### config.mk
export PLATFORM = sky130hd
export DESIGN_NAME = aosc_bank
export DESIGN_NICKNAME = d
export VERILOG_FILES = /design/src/rtl/aosc_pkg.sv /design/src/rtl/aosc_bank.sv /design/src/rtl/aosc_scale.sv
export SDC_FILE = /design/constraint.sdc
export NUM_CORES = 1
export LEC_CHECK = 0
export BUFFER_PORTS_ARGS = -buffer_cell sky130_fd_sc_hd__buf_4
export CELL_PAD_IN_SITES_DETAIL_PLACEMENT = 0
export CELL_PAD_IN_SITES_GLOBAL_PLACEMENT = 1
export CORE_MARGIN = 8
export CORE_UTILIZATION = 50
export CTS_CLUSTER_SIZE = 30
export DETAILED_ROUTE_END_ITERATION = 8
export MAX_ROUTING_LAYER = met4
export PLACE_DENSITY_LB_ADDON = 0.08
export SYNTH_ARGS = -nofsm -noshare
export SYNTH_HDL_FRONTEND = slang
export SYNTH_SLANG_ARGS = --single-unit
export TNS_END_PERCENT = 1
### constraint.sdc
create_clock -name clk_in -period 13.3 [get_ports clk_in]
set_input_delay 0 -clock clk_in [delete_from_list [all_inputs] [get_ports clk_in]]
set_output_delay 0 -clock clk_in [all_outputs]
set_load 0.05 [all_outputs]
### src/rtl/aosc_pkg.sv
// constants for the angle output scaling configuration bank
package aosc_pkg;
  // ==========================================================
  // widths
  localparam int unsigned ADDR_W   = 4;   // word address width
  localparam int unsigned WORD_W   = 16;  // configuration word width
  localparam int unsigned CODE_W   = 13;  // output code width
  localparam int unsigned GAIN_W   = 19;  // joined range gain width
  localparam int unsigned SWANG_W  = 10;  // switch angle width
  // ==========================================================
  // word addresses
  localparam logic [3:0] ADDR_ZERO   = 4'h7; // zero position
  localparam logic [3:0] ADDR_GAIN_L = 4'h9; // range gain low
  localparam logic [3:0] ADDR_LO_LIM = 4'hA; // lower output limit
  localparam logic [3:0] ADDR_HI_LIM = 4'hB; // upper output limit
  localparam logic [3:0] ADDR_SW_GH  = 4'hE; // switch angle and gain high
  localparam logic [3:0] ADDR_CTRL   = 4'hF; // output control word
  // ==========================================================
  // field positions
  localparam int unsigned GAIN_L_LSB = 3;   // low gain fraction starts here
  localparam int unsigned GAIN_H_MSB = 5;   // high gain field top bit
  localparam int unsigned SWANG_LSB  = 6;   // switch angle starts here
  localparam int unsigned SLOPE_BIT  = 8;   // slope direction bit
  localparam int unsigned SCALE_SHR  = 17;  // product to code shift
  // ==========================================================
  // reset values
  localparam logic [15:0] RST_ZERO   = 16'h0000;
  localparam logic [15:0] RST_GAIN_L = 16'h2000;
  localparam logic [15:0] RST_LO_LIM = 16'h0100;
  localparam logic [15:0] RST_HI_LIM = 16'h12FF;
  localparam logic [15:0] RST_SW_GH  = 16'hFFC1;
  localparam logic [15:0] RST_CTRL   = 16'h0C00;

  // extract a 13-bit limit code from a limit word
  function automatic logic [CODE_W-1:0] limit_code(input logic [WORD_W-1:0] w);
    limit_code = w[CODE_W-1:0];
  endfunction : limit_code

  // join high and low range gain into one multiplier
  function automatic logic [GAIN_W-1:0] join_gain(input logic [WORD_W-1:0] hi_w,
                                                 input logic [WORD_W-1:0] lo_w);
    join_gain = {hi_w[GAIN_H_MSB:0], lo_w[WORD_W-1:GAIN_L_LSB]};
  endfunction : join_gain
endpackage : aosc_pkg

### src/rtl/aosc_bank.sv
// angle output scaling configuration words and output code path
// ==========================================================
`timescale 1ns/1ps
`default_nettype none
module aosc_bank
  import aosc_pkg::*;
(
  input  wire logic                      clk_in,          // 25 MHz clock
  input  wire logic                      arst_n_in,       // async reset, low
  input  wire logic                      wr_en_in,        // word write strobe
  input  wire logic                      rd_en_in,        // word read strobe
  input  wire logic [aosc_pkg::ADDR_W-1:0] addr_in,       // word address
  input  wire logic [aosc_pkg::WORD_W-1:0] wdata_in,      // write data
  output logic      [aosc_pkg::WORD_W-1:0] rdata_out,     // read data
  output logic                           rvalid_out,      // read data valid
  input  wire logic [15:0]               angle_in,        // measured angle
  input  wire logic                      angle_valid_in,  // angle strobe
  output logic      [aosc_pkg::CODE_W-1:0] code_out,      // output code
  output logic                           code_valid_out   // code strobe
);
  import aosc_pkg::*;

  // ==========================================================
  // configuration words
  logic [15:0] zero_r,  zero_nxt;    // zero position
  logic [15:0] gainl_r, gainl_nxt;   // range gain low word
  logic [15:0] lolim_r, lolim_nxt;   // lower limit word
  logic [15:0] hilim_r, hilim_nxt;   // upper limit word
  logic [15:0] swgh_r,  swgh_nxt;    // switch angle and gain high
  logic [15:0] ctrl_r,  ctrl_nxt;    // slope control word
  logic [15:0] rdata_nxt;            // next read data
  logic        rvalid_nxt;           // next read valid

  // word writes and read mux
  always_comb begin
    zero_nxt   = zero_r;
    gainl_nxt  = gainl_r;
    lolim_nxt  = lolim_r;
    hilim_nxt  = hilim_r;
    swgh_nxt   = swgh_r;
    ctrl_nxt   = ctrl_r;
    rvalid_nxt = rd_en_in;
    rdata_nxt  = rdata_out;
    if (wr_en_in) begin
      if (addr_in == ADDR_ZERO) begin
        zero_nxt = wdata_in;
      end else if (addr_in == ADDR_GAIN_L) begin
        gainl_nxt = wdata_in;
      end else if (addr_in == ADDR_LO_LIM) begin
        lolim_nxt = wdata_in;
      end else if (addr_in == ADDR_HI_LIM) begin
        hilim_nxt = wdata_in;
      end else if (addr_in == ADDR_SW_GH) begin
        swgh_nxt = wdata_in;
      end else if (addr_in == ADDR_CTRL) begin
        ctrl_nxt = wdata_in;
      end
    end
    if (rd_en_in) begin
      // undefined bits return whatever was stored
      if (addr_in == ADDR_ZERO) begin
        rdata_nxt = zero_r;
      end else if (addr_in == ADDR_GAIN_L) begin
        rdata_nxt = gainl_r;
      end else if (addr_in == ADDR_LO_LIM) begin
        rdata_nxt = lolim_r;
      end else if (addr_in == ADDR_HI_LIM) begin
        rdata_nxt = hilim_r;
      end else if (addr_in == ADDR_SW_GH) begin
        rdata_nxt = swgh_r;
      end else if (addr_in == ADDR_CTRL) begin
        rdata_nxt = ctrl_r;
      end else begin
        rdata_nxt = 16'h0000;                      // unmapped word
      end
    end
  end

  // register the configuration words
  always_ff @(posedge clk_in or negedge arst_n_in) begin
    if (!arst_n_in) begin
      zero_r     <= RST_ZERO;
      gainl_r    <= RST_GAIN_L;
      lolim_r    <= RST_LO_LIM;
      hilim_r    <= RST_HI_LIM;
      swgh_r     <= RST_SW_GH;
      ctrl_r     <= RST_CTRL;
      rdata_out  <= 16'h0000;
      rvalid_out <= 1'b0;
    end else begin
      zero_r     <= zero_nxt;
      gainl_r    <= gainl_nxt;
      lolim_r    <= lolim_nxt;
      hilim_r    <= hilim_nxt;
      swgh_r     <= swgh_nxt;
      ctrl_r     <= ctrl_nxt;
      rdata_out  <= rdata_nxt;
      rvalid_out <= rvalid_nxt;
    end
  end

  // ==========================================================
  // output code path
  logic [15:0]        corr_w;     // zero corrected angle
  logic [GAIN_W-1:0]  gain_w;     // joined multiplier
  logic [SWANG_W-1:0] swang_w;    // clamp switch angle
  logic [CODE_W-1:0]  lo_w;       // lower limit code
  logic [CODE_W-1:0]  hi_w;       // upper limit code
  logic               falling_w;  // inverted slope
  logic [CODE_W-1:0]  scaled_w;   // clamped code from scaler
  logic [CODE_W-1:0]  code_nxt;   // next output code
  logic               cvalid_nxt; // next code strobe

  // field decode
  always_comb begin
    corr_w    = angle_in - zero_r;
    gain_w    = join_gain(swgh_r, gainl_r);
    swang_w   = swgh_r[WORD_W-1:SWANG_LSB];
    lo_w      = limit_code(lolim_r);
    hi_w      = limit_code(hilim_r);
    falling_w = ctrl_r[SLOPE_BIT];
  end

  aosc_scale u_scale (
    .corr_in    (corr_w),
    .gain_in    (gain_w),
    .swang_in   (swang_w),
    .lo_in      (lo_w),
    .hi_in      (hi_w),
    .falling_in (falling_w),
    .code_out   (scaled_w)
  );

  // hold the code between angle strobes
  always_comb begin
    cvalid_nxt = angle_valid_in;
    code_nxt   = angle_valid_in ? scaled_w : code_out;
  end

  // register the output code
  always_ff @(posedge clk_in or negedge arst_n_in) begin
    if (!arst_n_in) begin
      code_out       <= 13'h0000;
      code_valid_out <= 1'b0;
    end else begin
      code_out       <= code_nxt;
      code_valid_out <= cvalid_nxt;
    end
  end

  // independent reference for the unclamped delta of either slope
  function automatic logic [17:0] ref_delta(input logic [15:0] sw_w, input logic [15:0] gl_w,
                                            input logic [15:0] c_w);
    logic [34:0] p;
    p = 35'({sw_w[5:0], gl_w[15:3]}) * 35'(c_w);
    ref_delta = p[34:17];
  endfunction : ref_delta

  logic [17:0] ref_d; // reference delta
  assign ref_d = ref_delta(swgh_r, gainl_r, corr_w);
endmodule : aosc_bank
`default_nettype wire

### src/rtl/aosc_scale.sv
// combinational angle to output code scaling and clamping
`timescale 1ns/1ps
`default_nettype none
module aosc_scale
  import aosc_pkg::*;
(
  input  wire logic [15:0]           corr_in,     // zero corrected angle
  input  wire logic [GAIN_W-1:0]     gain_in,     // joined multiplier
  input  wire logic [SWANG_W-1:0]    swang_in,    // clamp switch angle
  input  wire logic [CODE_W-1:0]     lo_in,       // lower output limit
  input  wire logic [CODE_W-1:0]     hi_in,       // upper output limit
  input  wire logic                  falling_in,  // inverted slope
  output logic      [CODE_W-1:0]     code_out     // clamped output code
);
  // ==========================================================
  // datapath
  logic [34:0] prod;   // gain times angle, 2^-17 code units
  logic [17:0] delta;  // code units above the start limit
  logic [17:0] span;   // distance between limits

  // scale, saturate and apply the switch angle
  always_comb begin
    prod  = 35'(gain_in) * 35'(corr_in);
    delta = prod[34:SCALE_SHR];
    span  = (hi_in >= lo_in) ? 18'(hi_in - lo_in) : 18'h00000;
    if (!falling_in && (corr_in[15:SWANG_LSB] > swang_in)) begin
      code_out = lo_in;
    end else if (delta >= span) begin
      code_out = falling_in ? lo_in : hi_in;
    end else if (falling_in) begin
      code_out = hi_in - delta[CODE_W-1:0];
    end else begin
      code_out = lo_in + delta[CODE_W-1:0];
    end
  end
endmodule : aosc_scale
`default_nettype wire

==> qor.csv <==
metric;value;unit
HP Class;in -> reg;
Post-Layout Cell Count;2570;
Setup crit start kind;flip-flop;
Post-Route WL;57040;µm
Post-synth EDFFs;0;
FF-to-FF Start;zero_r[0]$_DFFE_PN0P_;
Reg-to-Reg End;code_out[8]$_DFFE_PN0P_;
Die Wd;207.4;µm
Antenna Violating Nets Remaining;0;
post-synth top area share;0.2613;
Initial DRT Pass Iterations;5;
Via density;5.773;
root buffer cell;clkbuf_16;
cell mode on critical path;fa_1;
Max-Cap Viols;0;
post-synthesis xor/xnor area fraction;0.02583;
Setup-failing EPs final;0;
hold endpoint;rdata_out[9]$_DFFE_PN0P_;
Worst-Skew Late Latency;0.43;ns
crit path kind;reg -> reg;
GRT overflow;0;
compound-gate portion of the synthesized area;0.1130;
Critical Path AT;12.22;ns
TritonCTS clock tree;done;
RSZ-0062 raised after global routing;false;
Final Skew;0.01031;ns
Max Fclk;0.08440;GHz
H-tree depth;4;
post-synthesis adder-cell area fraction;0.3877;
Seq/Total Area, Yosys;0.1753;
mux cell area share after synthesis;0.05890;
1st-iter DRT viols;1135;
CTS Buf Count;17;
Residual DRC;0;
vias in the first global route;15290;
GP Congestion;0.9133;
worst hold stages;4;
fin crit share;0.8909;
Syn Inst Count;2033;
dominant synthesized flop cell;dfrtp_1;
# IOs;72;
Hold Startpoint;addr_in[0];
Chip Height;207.4;µm
initial antenna violation count;0;
setup bufs post-CTS;0;
# rows;70;
post-route minimum period;11.85;ns
commonest cells after routing, fill and taps aside;inv_1, nand2_1, fa_1, ha_1, buf_4;
Clk pin slew, worst setup/hold paths;0.06;ns
slowest cell delay on critical path;0.76;ns
R2R cell count;44;
Worst R2R Setup Slack;1.45;ns
Seq cells post-synth;127;
status;finished clean;
Synth area leader;fa_1;
Slew Viols, Final;0;
slowest cell on the critical path;nor2_1;
asr flop ratio synth;1.000;
Nets;2554;
Initial Util;0.5038;
syn_area_per_cell;9.007;µm²
max_slew headroom;0.2685;
detailed-route wire length per cell;22.19;µm
Die ar.;43000;µm²
Netlist cell types;74;
DP HPWL;43580;µm
Syn-to-layout area delta;10.56;%
Worst Tran Pin Value;1.094;ns
global-route usage over all layers;0.2718;
Synth area leaders;fa_1, dfrtp_1, ha_1;
crit-path max FO;11;
largest net degree at the start of global routing;74;
Mapped Nets;2498;
mapped cell area;18310;µm²
Clock Tree Buf Depth;2;
port bufs;71;
setup TNS;0;ns
Crit. End Element;flip-flop;
area of the core;36350;µm²
placed cells;2517;
WP data required;13.67;ns
n_diodes;0;
layout cells sized above 1;0.1323;
largest family of logic cells by synthesized area;adder cells;
first-pass GRT wire length;88380;µm
Synth Area in Simple Gates;0.1387;
final hold viol count;0;
DR vias;14840;
synth warn;0;
clock sinks;127;
commonest non-fill, non-tap cell in the layout;inv_1;
area by class of cell:
cell class | count | area [µm²]
Clock buffer | 18 | 429.2
Clock inverter | 14 | 203.9
Fill cell | 3357 | 16100
Inverter | 399 | 1498
Multi-Input combinational cell | 1419 | 13330
Sequential cell | 127 | 3209
Tap cell | 468 | 585.6
Timing Repair Buffer | 125 | 991.0
Yosys cell counts (5+ instances only):
master / n
inv_1: 398
nand2_1: 255
fa_1: 239
ha_1: 185
dfrtp_1: 102
nor2_1: 90
mux2_2: 85
clkbuf_1: 80
and2_1: 70
o21ai_0: 58
a31oi_1: 48
a21oi_1: 42
xnor2_1: 33
nand3_1: 29
dfstp_2: 25
nor3_1: 22
xor2_1: 21
a21o_1: 19
and3_1: 18
a211o_1: 16
a222oi_1: 16
nand2b_1: 15
nor2b_1: 14
o21ai_1: 14
a31o_1: 13
nand4_1: 11
a211oi_1: 10
o21bai_1: 7
o211ai_1: 6
or3_1: 6
buf_2: 5
nand3b_1: 5
o21a_1: 5
flip-flops by register name, summed over array words and instances, names as in the netlist:
signal / cells
zero_r: 16
code_valid_out: 1
hilim_r: 16
gainl_r: 16
code_out: 13
ctrl_r: 16
lolim_r: 16
rvalid_out: 1
rdata_out: 16
swgh_r: 16
per-layer routing:
layer | vias to the layer above | wire (µm) | track usage
li1 | 6691 | - | -
met3 | 84 | 3030 | 0.02883
met5 | - | 0 | -
met2 | 490 | 27970 | 0.4518
met1 | 7571 | 24720 | 0.3526
met4 | 0 | 1320 | 0.07123
critical path: cells and delay by family (launching register included):
| family | cells | cell delay, ns |
|---|---|---|
| AO/OA/AOI/OAI | 19 | 4.26 |
| XOR/XNOR | 2 | 1.07 |
| AND/OR/NAND/NOR | 7 | 1.63 |
| flip-flops | 1 | 0.40 |
| adder cells (fa/ha/maj) | 10 | 3.73 |
| buffers and inverters | 5 | 0.53 |
| multiplexers | 1 | 0.19 |
cells by family after synthesis:
family / after synthesis
fa+ha+maj: 424
simple gates: 550
flops: 127
xor+xnor: 54
mux: 92
compound gates: 299
buf+inv: 487
metrics by stage:
step	hold slack, ns	worst slack (ns)	util	instance area (µm²)
final	0.08578	1.451	0.5570	20250
after CTS	0.07457	1.466	0.5570	20250
after global placement	0.09256	1.854	0.5338	19400
after floorplan	-0.2956	3.481	-	18310
after global routing	0.1065	0.7050	0.5570	20250
after detailed placement	0.09700	1.545	0.5338	19400
worst max path at each step:
stage                          start                       to  slack [ns]
6_report       zero_r[0]$_DFFE_PN0P_  code_out[8]$_DFFE_PN0P_        1.45
4_1_cts        zero_r[0]$_DFFE_PN0P_  code_out[8]$_DFFE_PN0P_        1.47
3_5_place_dp   zero_r[0]$_DFFE_PN0P_  code_out[8]$_DFFE_PN0P_        1.55
2_1_floorplan  zero_r[0]$_DFFE_PN0P_  code_out[2]$_DFFE_PN0P_        3.48
3_3_place_gp   zero_r[0]$_DFFE_PN0P_  code_out[8]$_DFFE_PN0P_        1.85
5_1_grt        zero_r[0]$_DFFE_PN0P_  code_out[8]$_DFFE_PN0P_        0.70
timing repair:
action,4_1_cts,5_1_grt
hold endpoints to repair,148,0
hold buffers,21,0
gates resized for setup,0,0
Power is not shown: default switching activity piles up to over one toggle a cycle in this logic, so the estimate is an artifact.
